--- config.mk ---
export PLATFORM = sky130hd
export DESIGN_NAME = swbm_top
export DESIGN_NICKNAME = d
export VERILOG_FILES = /design/src/swbm_tick.v /design/src/swbm_top.v
export VERILOG_INCLUDE_DIRS = /design/src
export SDC_FILE = /design/constraint.sdc
export NUM_CORES = 1
export LEC_CHECK = 0
export BUFFER_PORTS_ARGS = -buffer_cell sky130_fd_sc_hd__buf_2
export CAP_MARGIN = 20
export CORE_MARGIN = 4
export CORE_UTILIZATION = 40
export CTS_CLUSTER_DIAMETER = 60
export CTS_CLUSTER_SIZE = 28
export DETAILED_ROUTE_END_ITERATION = 12
export GPL_ROUTABILITY_DRIVEN = 0
export PLACE_DENSITY = 0.69
export SKIP_CTS_REPAIR_TIMING = 1
export SLEW_MARGIN = 10
export SYNTH_ARGS = -nofsm -noshare
export SYNTH_HDL_FRONTEND = slang
export SYNTH_SLANG_ARGS = --single-unit
export TNS_END_PERCENT = 50
--- constraint.sdc ---
create_clock -name aclk -period 3.25 [get_ports aclk]
set_clock_uncertainty 0.2 [all_clocks]
set_input_delay 0.65 -clock aclk [delete_from_list [all_inputs] [get_ports aclk]]
set_output_delay 0.65 -clock aclk [all_outputs]
set_load 0.02 [all_outputs]
--- src/swbm_defines.vh ---
// shared constants of the single-wire bus master: register map, fields, reset values, timing
`ifndef SWBM_DEFINES_VH
`define SWBM_DEFINES_VH

// ---------------------------------------------------------------
// register byte offsets
// ---------------------------------------------------------------
`define SWBM_OFS_CTRL 8'h00
`define SWBM_OFS_STATUS 8'h04
`define SWBM_OFS_DIVIDER 8'h08
`define SWBM_OFS_IRQ_STATUS 8'h0C
`define SWBM_OFS_IRQ_MASK 8'h10

// ---------------------------------------------------------------
// field positions
// ---------------------------------------------------------------
`define SWBM_BIT_RESET_PRESENCE 0
`define SWBM_BIT_WRITE_ZERO 1
`define SWBM_BIT_WRITE_ONE_READ 2
`define SWBM_BIT_PRESENCE 0
`define SWBM_BIT_READ_VALUE 1
`define SWBM_BIT_BUSY 2
`define SWBM_BIT_IRQ_DONE 0
`define SWBM_BIT_IRQ_ABSENT 1

// ---------------------------------------------------------------
// reset values
// ---------------------------------------------------------------
// 200 main clocks per microsecond tick at a 200 MHz main clock
`define SWBM_RST_DIVIDER 8'hC8
`define SWBM_RST_IRQ_MASK 2'h0

// ---------------------------------------------------------------
// slot timing in ticks, one tick per microsecond
// ---------------------------------------------------------------
`define SWBM_RESET_LOW_TIME_US 10'h1FF
`define SWBM_PRESENCE_SAMPLE_US 10'h044
`define SWBM_RESET_HIGH_TIME_US 10'h200
`define SWBM_WRITE_ZERO_LOW_TIME_US 10'h064
`define SWBM_SLOT_TIME_US 10'h075
`define SWBM_READ_SLOT_LOW_TIME_US 10'h005
`define SWBM_READ_SAMPLE_US 10'h00D

`endif

--- src/swbm_tick.v ---
// microsecond tick generator: divides the main clock by a programmable ratio
`timescale 1ns/1ps
module swbm_tick (
    input wire aclk,
    input wire aresetn,
    input wire restart,
    input wire [7:0] ratio,
    output reg tick
);

    reg [7:0] count;

    // ---------------------------------------------------------------
    // divider
    // ---------------------------------------------------------------
    // restart aligns the first tick to the start of a sequence, so
    // the first interval is a whole period and not a fraction
    always @(posedge aclk) begin
        if (!aresetn) begin
            count <= 8'h00;
            tick <= 1'b0;
        end else if (restart) begin
            count <= 8'h00;
            tick <= 1'b0;
        end else if (count + 8'h01 >= ratio) begin
            count <= 8'h00;
            tick <= 1'b1;
        end else begin
            count <= count + 8'h01;
            tick <= 1'b0;
        end
    end

endmodule // swbm_tick

--- src/swbm_top.v ---
// single-wire bus master: slot state machine, pin control and AXI4-Lite register file
//
// Contract
// - run a reset pulse of at least 480 us, then release and look for presence
// - setting the reset request starts the reset; hardware clears it when done
// - presence outcome is latched; one means a slave answered, zero none
// - write-zero slot lasts 117 us with the line held low for 100 us
// - setting the write-zero request starts the slot; cleared when slot finishes
// - write-one and read slots share one waveform: short low, then release
// - setting the write-one/read request starts the slot; cleared when complete
// - at the end of a read slot the sampled level goes to read value; here it is stored at the 13 us sample point
// - reset low 511 us, presence sample at 68 us, reset high recovery 512 us
// - low 100 us for write zero, 5 us for write one/read, sample at 13 us
// - time base divides the main clock by a programmable ratio toward 1 MHz
// - an integer-multiple main clock gives an exact 1 MHz tick
// - main clock must be at least 10 MHz for correct behaviour
// - tick error must stay within 0.0645 relative imprecision
//
// The AXI4-Lite slave port and the register offsets were decided locally.
`timescale 1ns/1ps
`include "swbm_defines.vh"
module swbm_top (
    input wire aclk,
    input wire aresetn,
    input wire [7:0] s_axi_awaddr,
    input wire s_axi_awvalid,
    output wire s_axi_awready,
    input wire [31:0] s_axi_wdata,
    input wire [3:0] s_axi_wstrb,
    input wire s_axi_wvalid,
    output wire s_axi_wready,
    output reg [1:0] s_axi_bresp,
    output reg s_axi_bvalid,
    input wire s_axi_bready,
    input wire [7:0] s_axi_araddr,
    input wire s_axi_arvalid,
    output wire s_axi_arready,
    output reg [31:0] s_axi_rdata,
    output reg [1:0] s_axi_rresp,
    output reg s_axi_rvalid,
    input wire s_axi_rready,
    input wire line_in,
    output wire line_out,
    output wire line_oe,
    output wire irq
);

    // ---------------------------------------------------------------
    // constants
    // ---------------------------------------------------------------
    localparam [5:0] ST_IDLE = 6'h01;
    localparam [5:0] ST_RST_LOW = 6'h02;
    localparam [5:0] ST_RST_HIGH = 6'h04;
    localparam [5:0] ST_SLOT = 6'h08;
    localparam [5:0] ST_END = 6'h10;
    localparam [5:0] ST_START = 6'h20;
    localparam [9:0] RESET_LOW_TICKS = `SWBM_RESET_LOW_TIME_US;
    localparam [9:0] PRESENCE_TICKS = `SWBM_PRESENCE_SAMPLE_US;
    localparam [9:0] RESET_HIGH_TICKS = `SWBM_RESET_HIGH_TIME_US;
    localparam [9:0] ZERO_LOW_TICKS = `SWBM_WRITE_ZERO_LOW_TIME_US;
    localparam [9:0] SLOT_TICKS = `SWBM_SLOT_TIME_US;
    localparam [9:0] READ_LOW_TICKS = `SWBM_READ_SLOT_LOW_TIME_US;
    localparam [9:0] SAMPLE_TICKS = `SWBM_READ_SAMPLE_US;
    localparam [7:0] RST_DIVIDER = `SWBM_RST_DIVIDER;
    localparam [1:0] RESP_OKAY = 2'h0;
    localparam [1:0] RESP_SLVERR = 2'h2;

    // ---------------------------------------------------------------
    // state
    // ---------------------------------------------------------------
    reg [5:0] state;
    reg [9:0] elapsed;
    reg [2:0] request;
    reg presence_status;
    reg read_value_status;
    reg pull_low;
    reg [7:0] divider;
    reg [1:0] irq_status;
    reg [1:0] irq_mask;
    reg line_meta;
    reg line_sync;
    reg aw_held;
    reg w_held;
    reg [7:0] aw_addr;
    reg [31:0] w_data;
    reg [3:0] w_strb;
    reg [31:0] next_rdata;
    reg [1:0] next_rresp;
    wire tick;
    wire busy;
    wire do_write;
    wire do_read;
    wire seq_done;
    wire absent_event;
    wire ctrl_write;

    assign busy = |request;
    assign do_write = aw_held & w_held & ~s_axi_bvalid;
    assign do_read = s_axi_arvalid & ~s_axi_rvalid;
    assign ctrl_write = do_write & (aw_addr == `SWBM_OFS_CTRL) & w_strb[0];

    // ---------------------------------------------------------------
    // pin
    // ---------------------------------------------------------------
    // open drain: output level is always low, only the enable moves
    assign line_out = 1'b0;
    assign line_oe = pull_low;
    assign irq = |(irq_status & irq_mask);

    // two-flop synchroniser for the line level
    always @(posedge aclk) begin
        if (!aresetn) begin
            line_meta <= 1'b1;
            line_sync <= 1'b1;
        end else begin
            line_meta <= line_in;
            line_sync <= line_meta;
        end
    end

    // ---------------------------------------------------------------
    // time base
    // ---------------------------------------------------------------
    // divider must be set for a main clock of 10 MHz or more and chosen
    // so the tick stays within 0.0645 of 1 MHz; hardware cannot check it
    swbm_tick swbm_tick_i (
        .aclk(aclk),
        .aresetn(aresetn),
        .restart(state == ST_START),
        .ratio(divider),
        .tick(tick)
    );

    // ---------------------------------------------------------------
    // slot state machine
    // ---------------------------------------------------------------
    assign seq_done = (state == ST_END);
    assign absent_event = seq_done & request[`SWBM_BIT_RESET_PRESENCE] & ~presence_status;

    always @(posedge aclk) begin
        if (!aresetn) begin
            state <= ST_IDLE;
            elapsed <= 10'h000;
            pull_low <= 1'b0;
            presence_status <= 1'b0;
            read_value_status <= 1'b0;
        end else begin
            case (state)
                ST_IDLE: begin
                    pull_low <= 1'b0;
                    elapsed <= 10'h000;
                    if (busy) begin
                        state <= ST_START;
                    end
                end
                ST_START: begin
                    // first falling edge of any sequence
                    pull_low <= 1'b1;
                    elapsed <= 10'h000;
                    if (request[`SWBM_BIT_RESET_PRESENCE]) begin
                        state <= ST_RST_LOW;
                    end else begin
                        state <= ST_SLOT;
                    end
                end
                ST_RST_LOW: begin
                    if (tick) begin
                        elapsed <= elapsed + 10'h001;
                    end
                    if (elapsed >= RESET_LOW_TICKS) begin
                        pull_low <= 1'b0;
                        elapsed <= 10'h000;
                        state <= ST_RST_HIGH;
                    end
                end
                ST_RST_HIGH: begin
                    // slave answers by pulling low after our release
                    if (tick) begin
                        elapsed <= elapsed + 10'h001;
                        if (elapsed + 10'h001 == PRESENCE_TICKS) begin
                            presence_status <= ~line_sync;
                        end
                    end
                    if (elapsed >= RESET_HIGH_TICKS) begin
                        state <= ST_END;
                    end
                end
                ST_SLOT: begin
                    if (tick) begin
                        elapsed <= elapsed + 10'h001;
                        if (elapsed + 10'h001 == SAMPLE_TICKS &&
                            request[`SWBM_BIT_WRITE_ONE_READ]) begin
                            read_value_status <= line_sync;
                        end
                    end
                    if (request[`SWBM_BIT_WRITE_ZERO]) begin
                        pull_low <= (elapsed < ZERO_LOW_TICKS);
                    end else begin
                        pull_low <= (elapsed < READ_LOW_TICKS);
                    end
                    if (elapsed >= SLOT_TICKS) begin
                        pull_low <= 1'b0;
                        state <= ST_END;
                    end
                end
                ST_END: begin
                    pull_low <= 1'b0;
                    state <= ST_IDLE;
                end
                default: begin
                    pull_low <= 1'b0;
                    state <= ST_IDLE;
                end
            endcase
        end
    end

    // ---------------------------------------------------------------
    // request bits
    // ---------------------------------------------------------------
    // a write while busy is dropped; several bits in one write keep only
    // the highest priority one, so a single sequence ever runs
    always @(posedge aclk) begin
        if (!aresetn) begin
            request <= 3'h0;
        end else if (seq_done) begin
            request <= 3'h0;
        end else if (ctrl_write && !busy) begin
            if (w_data[`SWBM_BIT_RESET_PRESENCE]) begin
                request <= 3'h1;
            end else if (w_data[`SWBM_BIT_WRITE_ZERO]) begin
                request <= 3'h2;
            end else if (w_data[`SWBM_BIT_WRITE_ONE_READ]) begin
                request <= 3'h4;
            end
        end
    end

    // ---------------------------------------------------------------
    // write channel
    // ---------------------------------------------------------------
    assign s_axi_awready = ~aw_held & ~s_axi_bvalid;
    assign s_axi_wready = ~w_held & ~s_axi_bvalid;

    always @(posedge aclk) begin
        if (!aresetn) begin
            aw_held <= 1'b0;
            w_held <= 1'b0;
            aw_addr <= 8'h00;
            w_data <= 32'h00000000;
            w_strb <= 4'h0;
            s_axi_bvalid <= 1'b0;
            s_axi_bresp <= RESP_OKAY;
            divider <= RST_DIVIDER;
            irq_mask <= `SWBM_RST_IRQ_MASK;
        end else begin
            if (s_axi_awvalid && s_axi_awready) begin
                aw_held <= 1'b1;
                aw_addr <= s_axi_awaddr;
            end
            if (s_axi_wvalid && s_axi_wready) begin
                w_held <= 1'b1;
                w_data <= s_axi_wdata;
                w_strb <= s_axi_wstrb;
            end
            if (do_write) begin
                aw_held <= 1'b0;
                w_held <= 1'b0;
                s_axi_bvalid <= 1'b1;
                s_axi_bresp <= RESP_OKAY;
                case (aw_addr)
                    `SWBM_OFS_CTRL, `SWBM_OFS_STATUS, `SWBM_OFS_IRQ_STATUS: begin
                    end
                    `SWBM_OFS_DIVIDER: begin
                        if (w_strb[0]) begin
                            divider <= w_data[7:0];
                        end
                    end
                    `SWBM_OFS_IRQ_MASK: begin
                        if (w_strb[0]) begin
                            irq_mask <= w_data[1:0];
                        end
                    end
                    default: begin
                        s_axi_bresp <= RESP_SLVERR;
                    end
                endcase
            end else if (s_axi_bvalid && s_axi_bready) begin
                s_axi_bvalid <= 1'b0;
            end
        end
    end

    // ---------------------------------------------------------------
    // read channel
    // ---------------------------------------------------------------
    assign s_axi_arready = ~s_axi_rvalid;

    always @* begin
        next_rdata = 32'h00000000;
        next_rresp = RESP_OKAY;
        case (s_axi_araddr)
            `SWBM_OFS_CTRL: next_rdata[2:0] = request;
            `SWBM_OFS_STATUS: begin
                next_rdata[`SWBM_BIT_PRESENCE] = presence_status;
                next_rdata[`SWBM_BIT_READ_VALUE] = read_value_status;
                next_rdata[`SWBM_BIT_BUSY] = busy;
            end
            `SWBM_OFS_DIVIDER: next_rdata[7:0] = divider;
            `SWBM_OFS_IRQ_STATUS: next_rdata[1:0] = irq_status;
            `SWBM_OFS_IRQ_MASK: next_rdata[1:0] = irq_mask;
            default: next_rresp = RESP_SLVERR;
        endcase
    end

    always @(posedge aclk) begin
        if (!aresetn) begin
            s_axi_rvalid <= 1'b0;
            s_axi_rdata <= 32'h00000000;
            s_axi_rresp <= RESP_OKAY;
        end else if (do_read) begin
            s_axi_rvalid <= 1'b1;
            s_axi_rdata <= next_rdata;
            s_axi_rresp <= next_rresp;
        end else if (s_axi_rvalid && s_axi_rready) begin
            s_axi_rvalid <= 1'b0;
        end
    end

    // ---------------------------------------------------------------
    // interrupt status
    // ---------------------------------------------------------------
    // cleared by reading it; an event in the same cycle survives the clear
    always @(posedge aclk) begin
        if (!aresetn) begin
            irq_status <= 2'h0;
        end else begin
            irq_status <= (irq_status &
                ~{2{do_read && (s_axi_araddr == `SWBM_OFS_IRQ_STATUS)}}) |
                {absent_event, seq_done};
        end
    end

endmodule // swbm_top

==> results of run 1 <==
-- cell usage in the layout (no fill, tap or decap), types with 4 or more instances in the layout --
master    Yosys  layout
dfxtp_1      76      76
buf_2         2      49
nand2_1      47      47
nor2_1       37      37
a21oi_1      27      27
conb_1        1      27
mux2i_1      23      23
inv_1        22      22
o21ai_0      15      15
nand4_1      14      14
ha_1         13      13
clkbuf_8      0       9
nand3_1       8       8
and3_1        8       8
a31oi_1       8       8
nand2b_1      7       7
nor3_1        7       7
o311ai_0      6       6
xnor2_1       5       5
xor2_1        5       5
nand3b_1      5       5
o211a_1       5       5
a22oi_1       5       5
a211oi_1      4       4
nand4b_1      4       4
or3_1         4       4
o22ai_1       4       4
o211ai_1      4       4
-- registers in the layout, indices dropped and copies added, names as in the netlist, 2 cells and up --
register	cells
elapsed	10
aw_addr	8
divider	8
s_axi_rdata	8
swbm_tick_i.count	8
w_data	8
state	6
request	3
irq_mask	2
irq_status	2
-- power groups by stage --
stage	Clock, mW	Combinational, mW	Sequential (mW)
6_report	0.739	0.170	0.976
4_1_cts	0.754	0.171	0.976
5_1_grt	0.804	0.190	0.980
2_1_floorplan	0	0.145	0.998
3_5_place_dp	0	0.170	0.998
3_3_place_gp	0	0.166	0.997
-- worst register-to-register path, delay by kind of cell (launching register included) --
family	cells	cell delay, ns
compound gates	5	1.12
fa+ha+maj	2	0.52
flops	1	0.39
xor+xnor	1	0.25
simple gates	1	0.11
-- per-layer routing --
layer	wire length, µm	track usage (%)
met1	4050	20.1
met2	3810	24.1
met3	478	3.30
met4	117	5.41
met5	0	0
-- final timing paths --
check	startpoint	slack, ns	cells past startpoint	to
setup / recovery	swbm_tick_i.count[0]	0.54	9	swbm_tick_i.count[0]
hold / removal	line_meta	0.22	1	line_sync
setup reg to reg	swbm_tick_i.count[0]	0.54	9	swbm_tick_i.count[0]
hold reg to reg	line_meta	0.22	1	line_sync
-- logic make-up (layout without fill, tap and decap cells) --
group                    after synthesis  in the layout  synth area share (%)
AND/OR/NAND/NOR                      165            165                  22.2
adder cells (fa/ha/maj)               13             13                  4.11
AO/OA/AOI/OAI                         96             96                  16.6
multiplexers                          24             24                  6.39
flip-flops                            76             76                  38.4
XOR/XNOR                              11             11                  2.62
other                                  1             27                0.0948
buffers and inverters                 71             89                  9.55
-- through the flow --
stage | setup slack [ns] | instances
floorplan | 0.933 | 483
global placement | 0.704 | 618
detailed placement | 0.596 | 618
CTS | 0.567 | 634
global route | 0.347 | 634
finish | 0.538 | 634
-- cell type report --
cell class	instances	share of cell area, %
multi-input combinational	336	49.1
sequential	76	34.7
timing repair buffer	51	5.93
tap	133	3.79
clock buffer	9	2.82
inverter	22	1.88
clock inverter	7	1.82
==> results.txt, run 1 <==
----------------------------------------------------
[Status]
  Result of the run ... complete, no violations

[Global routing]
  Vias in the first global route ... 3,045
  Total overflow reported by the global router ... 0
  Antenna violations before repair ... 0
  First-pass GRT wire length ... 14,200 µm
  Overall routing resource usage ... 15.1%
  Pin count of the biggest net entering global routing ... 42

[Synth]
  Fraction of synthesized cell area taken by the top area cell type ... 38.4%
  Most common cell in the synthesized netlist ... dfxtp_1
  Cell area after technology mapping ... 0.00396 mm²
  Synthesized instance count ... 457
  Cell types with the largest area share after synthesis ... dfxtp_1 (38%), mux2i_1 (5.8%), buf_4 (5.1%), nand2_1 (4.5%), ha_1 (4.1%)
  EDFF count, synth ... 0
  Sequential cell area fraction in the yosys report ... 38.4%
  Most used flip-flop cell after synthesis ... dfxtp_1
  Mapped Avg Cell Area ... 8.66 µm²
  Library cells used by synthesis ... 64
  Top cell type by total area after synthesis ... dfxtp_1
  #FFs+latches synth ... 76
  Fraction of registers with async set or reset after synthesis ... 0%
  List of most frequent post-synthesis cells ... dfxtp_1 (76), nand2_1 (47), nor2_1 (37)
  Synth warnings ... 0

[Pwr]
  Sequential Power Share ... 51.8%
  NetSw ... 508 µW
  Post-route total power ... 1.89 mW
  Switching share of total power ... 26.9%
  Cell Int Power ... 1.38 mW
  Worst vdd ir ... 0.000217 V
  Part of the power in combinational logic ... 9.0%
  Leakage ... 1.91 nW
  Power density over cell area ... 429 mW/mm²
  Clk pwr share ... 39.2%

[STA]
  Max-slew violation count ... 0
  Worst-Margin Slew ... 0.578 ns
  Fraction of the cycle the final worst path needs ... 83.4%
  Hold Violations, Final ... 0
  Highest attainable clock frequency ... 0.369 GHz
  Worst rel slew slack ... 61.5%
  Final worst path period need ... 2.71 ns
  Unrepaired setup endpoints after global routing ... no
  Minimum hold slack ... 0.215 ns
  Final sum of negative setup slack ... 0 ns
  Number of endpoints failing setup at the final stage ... 0

[Cells and area]
  Area growth syn-to-layout ... 10.9%
  Post-route design area ... 0.00439 mm²
  Share of cells above drive strength 1 ... 16.2%
  Area occupied by multi-input gates ... 0.00216 mm²
  Ant. Diodes ... 0
  Filler cell count ... 947
  Storage cell area ... 0.00152 mm²
  Utilization of the core after routing ... 45.3%
  Final Net Count ... 569

[Route]
  Violation count after the first detailed-routing iteration ... 210
  Via density ... 5.17
  Routed Wire Length ... 8450 µm
  Final antenna-violating net count ... 0
  Remaining design rule violation count ... 0
  Vias ... 3,276
  First-pass detailed-route iteration total ... 7
  Routed wire length per instance ... 13.3 µm

[Critical path]
  Nature of the critical path startpoint ... register
  Worst endpoint required time ... 3.27 ns
  Path type of the worst setup path ... register to register
  Kind of end point of the critical path ... register
  Count of buffering cells on the critical path with inverters included ... 0
  Highest fanout seen on the critical path ... 4
  Delay of the slowest critical-path stage ... 0.44 ns
  CP cell instances ... ha_1 > nand3_1 > xnor2_1 > ha_1 > a21o_1 > a21o_1 > a21oi_1 > o21ai_0 > a2111oi_0
  Critical-path top delay cell ... a2111oi_0
  Top delay family on crit path ... compound AO/OA/AOI/OAI gates
  Arrival @ worst endpoint ... 2.73 ns

[Clock network]
  TritonCTS clock tree ... done
  Buffer type at the clock tree root ... clkbuf_8
  H-tree levels ... 3
  Number of clock sinks seen by CTS ... 76
  Clock slew seen by the registers of the worst setup and hold paths ... 0.09 ns
  Deepest clock path buffer count ... 2
  Worst-Skew Late Latency ... 0.35 ns
  TritonCTS Buffers ... 9

[Min path]
  Min-Delay Path Class ... register to register

[Die]
  Width of the die ... 107 µm
  Vert. Die Dim ... 107 µm
  Total Die Area ... 0.0115 mm²
  Num ports ... 104
  Num rows ... 36
  Starting utilization of the core area ... 40.9%
  Core Region ... 0.00968 mm²

[Placed design]
  DP Wirelength ... 6360 µm
  Instance area at placement ... 0.00419 mm²
  Count of buffers inserted at the top-level ports ... 49

[Job]
  Number of max-capacitance violations reported ... 0

----------------------------------------------------
(Power assumes the default switching activity.)
==> run 2, diff against run 1 <==
==> constraint.sdc (replaced) <==
create_clock -name aclk -period 2.5 [get_ports aclk]
set_clock_uncertainty 0.2 [all_clocks]
set_input_delay 0.5 -clock aclk [delete_from_list [all_inputs] [get_ports aclk]]
set_output_delay 0.5 -clock aclk [all_outputs]
set_load 0.02 [all_outputs]
==> results.txt, run 2 (synthesis results as in run 1) <==
----------------------------------------------------
[Placed design]
  Placement Setup Slack ... -0.00632 ns (-0.602 ns)
  Cell Count Post-Placement ... 624 (+0.97%)
  Count of buffers inserted at the top-level ports ... 49 (unchanged)
  DP Wirelength ... 6470 µm (+1.8%)

[Pwr]
  Leakage ... 1.97 nW (+3.0%)
  Power density over cell area ... 535 mW/mm² (+25%)
  Worst vdd ir ... 0.000294 V (+35%)

[Route]
  Detailed-routed wire length on met2 ... 3810 µm (about the same)
  Final antenna-violating net count ... 0 (unchanged)
  Vias ... 3,244 (-0.98%)
  Uppermost routed layer ... met4
  Routed wire length per instance ... 13.3 µm (-0.54%)
  First-pass detailed-route iteration total ... 4 (-3)
  Routed Wire Length ... 8490 µm (+0.40%)
  Total length of routed met3 wires ... 553 µm (+16%)
  Violation count after the first detailed-routing iteration ... 166 (-21%)
  Via density ... 5.07 (-1.9%)
  Routed length on met1 ... 4040 µm (about the same)
  Remaining design rule violation count ... 0 (unchanged)

[Die]
  Num ports ... 104 (unchanged)
  Total Die Area ... 0.0115 mm² (unchanged)
  Core Region ... 0.00968 mm² (unchanged)
  Starting utilization of the core area ... 40.9% (unchanged)
  Vert. Die Dim ... 107 µm (unchanged)
  Width of the die ... 107 µm (unchanged)
  Num rows ... 36 (unchanged)

[STA]
  Hold Violations, Final ... 0 (unchanged)
  Minimum hold slack ... 0.140 ns (-0.0756 ns)
  Final sum of negative setup slack ... 0 ns (unchanged)
  Number of endpoints failing setup at the final stage ... 0 (unchanged)
  Final worst path period need ... 2.40 ns (-0.308 ns)
  Final Worst Setup Slack ... 0.0966 ns (-0.442 ns)
  Highest attainable clock frequency ... 0.416 GHz (+13%)
  Unrepaired setup endpoints after global routing ... yes
  Fraction of the cycle the final worst path needs ... 96.1% (+13 points)
  Max-slew violation count ... 0 (unchanged)

[Min path]
  Launch instance of the worst min-delay path ... s_axi_rready
  Min-Delay Path Class ... input pin to register
  Worst-case hold path end point ... s_axi_rvalid
  Min-Delay Path Depth ... 2 (+1)

[Cells and area]
  Register with the most flip-flops ... elapsed
  Area growth syn-to-layout ... 13.1%
  Leading cell types in the layout, fill and taps excluded ... dfxtp_1 (75), buf_2 (49), nand2_1 (47)
  Max reg flops ... 10 (unchanged)
  Leading cell type in the layout, fill and taps excluded ... dfxtp_1
  Final Net Count ... 575 (+1.1%)
  Share of cells above drive strength 1 ... 18.7% (+2.6 points)
  Final non-filler cell total ... 640 (+0.95%)
  Ant. Diodes ... 0 (unchanged)
  Utilization of the core after routing ... 46.2% (+0.87 points)

[Critical path]
  CP cell instances ... ha_1 > nand3_1 > xnor2_2 > ha_1 > a21o_1 > a21o_1 > a211oi_2 > o21a_2 > o211a_1
  Arrival @ worst endpoint ... 2.50 ns (-0.23 ns)
  Top delay family on crit path ... compound AO/OA/AOI/OAI gates
  Critical-path top delay cell ... dfxtp_4
  Worst endpoint required time ... 2.59 ns (-0.68 ns)
  Cell count of the worst reg-to-reg path ... 9 (unchanged)
  Setup slack, reg-to-reg ... 0.1 ns (-0.44 ns)
  Nature of the critical path startpoint ... register
  Delay of the slowest critical-path stage ... 0.38 ns (-0.06 ns)
  Path type of the worst setup path ... register to register
  Endpoint of the worst-slack reg-to-reg timing path ... swbm_tick_i.count[6]
  Count of buffering cells on the critical path with inverters included ... 0 (unchanged)
  Critical register-to-register path startpoint ... swbm_tick_i.count[0]
  Instance count on the critical path ... 9 (unchanged)
  Highest fanout seen on the critical path ... 6 (+2)
  Kind of end point of the critical path ... register

[Job]
  Number of max-capacitance violations reported ... 0 (unchanged)

[Global routing]
  Pin count of the biggest net entering global routing ... 30 (-29%)
  Overall routing resource usage ... 15.0% (-0.053 points)
  Total overflow reported by the global router ... 0 (unchanged)
  Antenna violations before repair ... 0 (unchanged)
  Vias in the first global route ... 3,085 (+1.3%)
  First-pass GRT wire length ... 14,300 µm (+0.25%)

[Clock network]
  Buffer type at the clock tree root ... clkbuf_8
  Deepest clock path buffer count ... 2 (unchanged)
  TritonCTS clock tree ... done
  Worst-Skew Late Latency ... 0.35 ns (about the same)
  H-tree levels ... 3 (unchanged)
  Number of clock sinks seen by CTS ... 76 (unchanged)
  TritonCTS Buffers ... 9 (unchanged)
  Clock slew seen by the registers of the worst setup and hold paths ... 0.09 ns (about the same)

[Status]
  Result of the run ... complete, no violations

----------------------------------------------------
==> run 2: cell types whose count changed in the layout (fill, tap and decap cells not counted), sizes merged <==
cell and delta:
bufinv -1, buf +6, clkinvlp -1, inv +2
==> run 2: per-stage QoR <==
stage | power (mW) | instance area [µm²]
after floorplan | 1.49 | 4060
after global placement | 1.52 | 4240
after detailed placement | 1.52 | 4240
after CTS | 2.42 | 4440
after global routing | 2.51 | 4470
final | 2.40 | 4470
==> run 2: final cells by class <==
type                    count  area [µm²]
clock buffers               9         124
inverters                  22        82.6
flip-flops and latches     76        1530
clock inverters             7        67.6
fillers                   927        5210
repair buffers             57         318
multi-input cells         336        2190
well taps                 133         166
==> run 2: where the power goes <==
part | switching, mW | total (mW) | internal (mW)
Clock | 0.508 | 0.898 | 0.390
Combinational | 0.147 | 0.228 | 0.0811
Sequential | 0.0271 | 1.27 | 1.24
Total | 0.683 | 2.40 | 1.71
==> run 2: worst max-delay path by stage <==
stage,end,start
after floorplan,swbm_tick_i.count[0],swbm_tick_i.count[0]
after global placement,swbm_tick_i.count[4],swbm_tick_i.count[0]
after detailed placement,swbm_tick_i.count[6],swbm_tick_i.count[0]
after CTS,swbm_tick_i.count[0],swbm_tick_i.count[0]
after global routing,swbm_tick_i.count[6],swbm_tick_i.count[2]
final,swbm_tick_i.count[6],swbm_tick_i.count[0]
==> run 2: worst reg2reg max path, delay by kind of cell, from the launching register on <==
family / cells / cell delay, ns
AOI/OAI and AO/OA: 5 / 1.01
and+or+nand+nor: 1 / 0.12
xor gates and xnor gates: 1 / 0.17
DFF: 1 / 0.38
adders and majority gates: 2 / 0.47
==> run 2: layer usage <==
| layer | up-vias | GRT usage, % |
|---|---|---|
| met4 | 0 | 5.05 |
| met3 | 6 | 3.60 |
| li1 | 1667 | - |
| met2 | 86 | 23.3 |
| met5 | - | 0 |
| met1 | 1485 | 20.6 |
==> run 3, diff against run 2 <==
--- a/config.mk
+++ b/config.mk
@@ -6,6 +6,7 @@
 export SDC_FILE = /design/constraint.sdc
 export NUM_CORES = 1
 export LEC_CHECK = 0
+export ABC_AREA = 1
 export BUFFER_PORTS_ARGS = -buffer_cell sky130_fd_sc_hd__buf_2
 export CAP_MARGIN = 20
 export CORE_MARGIN = 4
==> results.txt, run 3 <==
----------------------------------------------------
[Route]
  Routed wire length per instance ... 11.9 µm (-11%)
  Uppermost routed layer ... met4
  Vias ... 3,703 (+14%)
  Total length of routed met3 wires ... 655 µm (+18%)
  Detailed-routed wire length on met2 ... 4100 µm (+7.5%)
  Final antenna-violating net count ... 0 (unchanged)
  Routed Wire Length ... 9160 µm (+7.9%)
  First-pass detailed-route iteration total ... 4 (unchanged)
  Remaining design rule violation count ... 0 (unchanged)
  Violation count after the first detailed-routing iteration ... 204 (+23%)
  Routed length on met1 ... 4250 µm (+5.1%)
  Via density ... 4.80 (-5.4%)

[Critical path]
  Kind of end point of the critical path ... register
  Nature of the critical path startpoint ... register
  Critical register-to-register path startpoint ... swbm_tick_i.count[0]
  Highest fanout seen on the critical path ... 8 (+2)
  Cell count of the worst reg-to-reg path ... 12 (+3)
  Arrival @ worst endpoint ... 2.41 ns (-0.09 ns)
  Worst endpoint required time ... 2.54 ns (-0.05 ns)
  Path type of the worst setup path ... register to register
  Endpoint of the worst-slack reg-to-reg timing path ... swbm_tick_i.count[5]
  Setup slack, reg-to-reg ... 0.13 ns (+0.04 ns)

[Pwr]
  Leakage ... 2.13 nW (+8.5%)
  Worst vdd ir ... 0.000337 V (+15%)
  Post-route total power ... 2.90 mW (+21%)
  Power density over cell area ... 631 mW/mm² (+18%)

[Global routing]
  Pin count of the biggest net entering global routing ... 44 (+47%)
  Antenna violations before repair ... 0 (unchanged)
  Total overflow reported by the global router ... 0 (unchanged)
  Overall routing resource usage ... 15.9% (+0.88 points)
  Vias in the first global route ... 3,406 (+10%)
  First-pass GRT wire length ... 15,200 µm (+6.5%)

[Clock network]
  TritonCTS Buffers ... 9 (unchanged)
  Number of clock sinks seen by CTS ... 76 (unchanged)
  Buffer type at the clock tree root ... clkbuf_8
  TritonCTS clock tree ... done
  H-tree levels ... 3 (unchanged)
  Worst-Skew Late Latency ... 0.35 ns (about the same)
  Clock slew seen by the registers of the worst setup and hold paths ... 0.08 ns (about the same)
  Deepest clock path buffer count ... 2 (unchanged)

[Min path]
  Min-Delay Path Class ... input pin to register
  Min-Delay Path Depth ... 2 (unchanged)
  Worst-case hold path end point ... line_meta
  Launch instance of the worst min-delay path ... line_in

[STA]
  Fraction of the cycle the final worst path needs ... 94.7% (-1.4 points)
  Worst-Margin Slew ... 0.508 ns
  Final worst path period need ... 2.37 ns (-0.0362 ns)
  Highest attainable clock frequency ... 0.422 GHz (+1.5%)
  Max-slew violation count ... 0 (unchanged)
  Worst rel slew slack ... 66.1%
  Minimum hold slack ... 0.146 ns (+0.00643 ns)
  Number of endpoints failing setup at the final stage ... 0 (unchanged)
  Final Worst Setup Slack ... 0.133 ns (+0.0362 ns)
  Hold Violations, Final ... 0 (unchanged)

[Cells and area]
  Leading cell types in the layout, fill and taps excluded ... nand2_1 (102), nor2_1 (79), dfxtp_1 (75)
  Final non-filler cell total ... 772 (+21%)
  Ant. Diodes ... 0 (unchanged)
  Max reg flops ... 10 (unchanged)
  Register with the most flip-flops ... elapsed
  Utilization of the core after routing ... 46.6% (+0.44 points)
  Final Net Count ... 707 (+23%)
  Area growth syn-to-layout ... 12.6%
  Share of cells above drive strength 1 ... 16.6% (-2.1 points)
  Area occupied by multi-input gates ... 0.00213 mm² (-2.7%)
  Filler cell count ... 999 (+7.8%)
  Leading cell type in the layout, fill and taps excluded ... nand2_1
  Storage cell area ... 0.00152 mm² (-0.16%)

[Placed design]
  Placement Setup Slack ... 0.0218 ns (+0.0281 ns)
  DP Wirelength ... 6910 µm (+6.8%)
  Cell Count Post-Placement ... 755 (+21%)
  Count of buffers inserted at the top-level ports ... 49 (unchanged)

[Synth]
  Cell types with the largest area share after synthesis ... dfxtp_1 (37%), nand2_1 (9.4%), nor2_1 (7.4%), inv_1 (6.5%), a21oi_1 (6.2%)
  Library cells used by synthesis ... 39 (-39%)
  Fraction of registers with async set or reset after synthesis ... 0% (unchanged)
  Synth warnings ... 0 (unchanged)
  Mapped Avg Cell Area ... 7.00 µm² (-19%)
  Cell area after technology mapping ... 0.00409 mm² (+3.2%)
  Synthesized instance count ... 584 (+28%)
  EDFF count, synth ... 0 (unchanged)
  Sequential cell area fraction in the yosys report ... 37.2% (-1.2 points)
  #FFs+latches synth ... 76 (unchanged)
  Top cell type by total area after synthesis ... dfxtp_1
  Fraction of synthesized cell area taken by the top area cell type ... 37.2% (-1.2 points)
  Most used flip-flop cell after synthesis ... dfxtp_1
  List of most frequent post-synthesis cells ... nand2_1 (102), nor2_1 (80), dfxtp_1 (76)
  Most common cell in the synthesized netlist ... nand2_1

[Status]
  Result of the run ... complete, no violations

[Die]
  Num rows ... 36 (unchanged)
  Width of the die ... 109 µm (+1.5%)
  Core Region ... 0.00986 mm² (+1.9%)
  Vert. Die Dim ... 109 µm (+1.5%)
  Starting utilization of the core area ... 41.4% (+0.55 points)
  Total Die Area ... 0.0119 mm² (+3.0%)
  Num ports ... 104 (unchanged)

[Job]
  Number of max-capacitance violations reported ... 0 (unchanged)

----------------------------------------------------
[run 3: cell types whose count changed in the layout (fill, tap and decap cells not counted), moves of 19 or more]
cell	before	now
nand3_1	8	27
nand2_1	47	102
mux2i_1	23	0
a21oi_1	26	50
o21ai_0	14	39
inv_1	22	71
nor2_1	37	79
[run 3: area by class of cell]
type,instances,area share (%)
clock buffers,10,2.77
well taps,133,3.62
repair buffers,53,5.98
inverters,77,6.28
flip-flops and latches,76,33.1
clock inverters,6,1.90
multi-input cells,417,46.3
[run 3: worst max-delay path, stage by stage, from the launching register on]
cell and delay [ns]:
dfxtp_2 0.36, nand3_1 0.11, nand3b_1 0.23, nand3b_1 0.20, xor2_1 0.21, inv_1 0.10, ha_4 0.28, nand2_1 0.08
nor2_2 0.10, nand2_1 0.08, nand4_1 0.10, buf_4 0.16, nor2_1 0.04
[run 3: per-layer routing]
layer  up-vias  track usage (%)
met5         -                0
met4         0             6.94
met3        10             2.25
met2       114             25.9
met1      1647             20.9
li1       1932                -
[run 3: kinds of logic (layout without fill, tap and decap cells)]
group | count (synthesis) | after routing | synth area share (%)
other cells | 1 | 27 | 0.0918
buf+inv | 117 | 146 | 13.4
simple gates | 262 | 262 | 29.7
compound gates | 110 | 110 | 14.5
fa+ha+maj | 13 | 13 | 3.98
flops | 76 | 76 | 37.2
xor+xnor | 5 | 5 | 1.07
[run 3: worst max path at each step]
stage	startpoint	endpoint	cells after the start
after CTS	swbm_tick_i.count[0]	swbm_tick_i.count[6]	10
after global routing	swbm_tick_i.count[0]	swbm_tick_i.count[3]	12
final	swbm_tick_i.count[0]	swbm_tick_i.count[5]	12
after detailed placement	swbm_tick_i.count[0]	swbm_tick_i.count[3]	10
after global placement	swbm_tick_i.count[0]	swbm_tick_i.count[7]	10
after floorplan	swbm_tick_i.count[0]	swbm_tick_i.count[0]	10
[run 3: metrics by stage]
step / setup TNS [ns] / cell area (µm²)
after detailed placement: 0 / 4360
after global placement: 0 / 4360
after global routing: -0.442 / 4600
final: 0 / 4600
after floorplan: 0 / 4180
after CTS: -0.000626 / 4570
[run 3: report_power, final]
group / internal, mW / switching, mW / total [mW]
logic: 0.166 / 0.388 / 0.554
clock network: 0.564 / 0.461 / 1.03
registers: 1.28 / 0.0450 / 1.32
total: 2.01 / 0.894 / 2.90
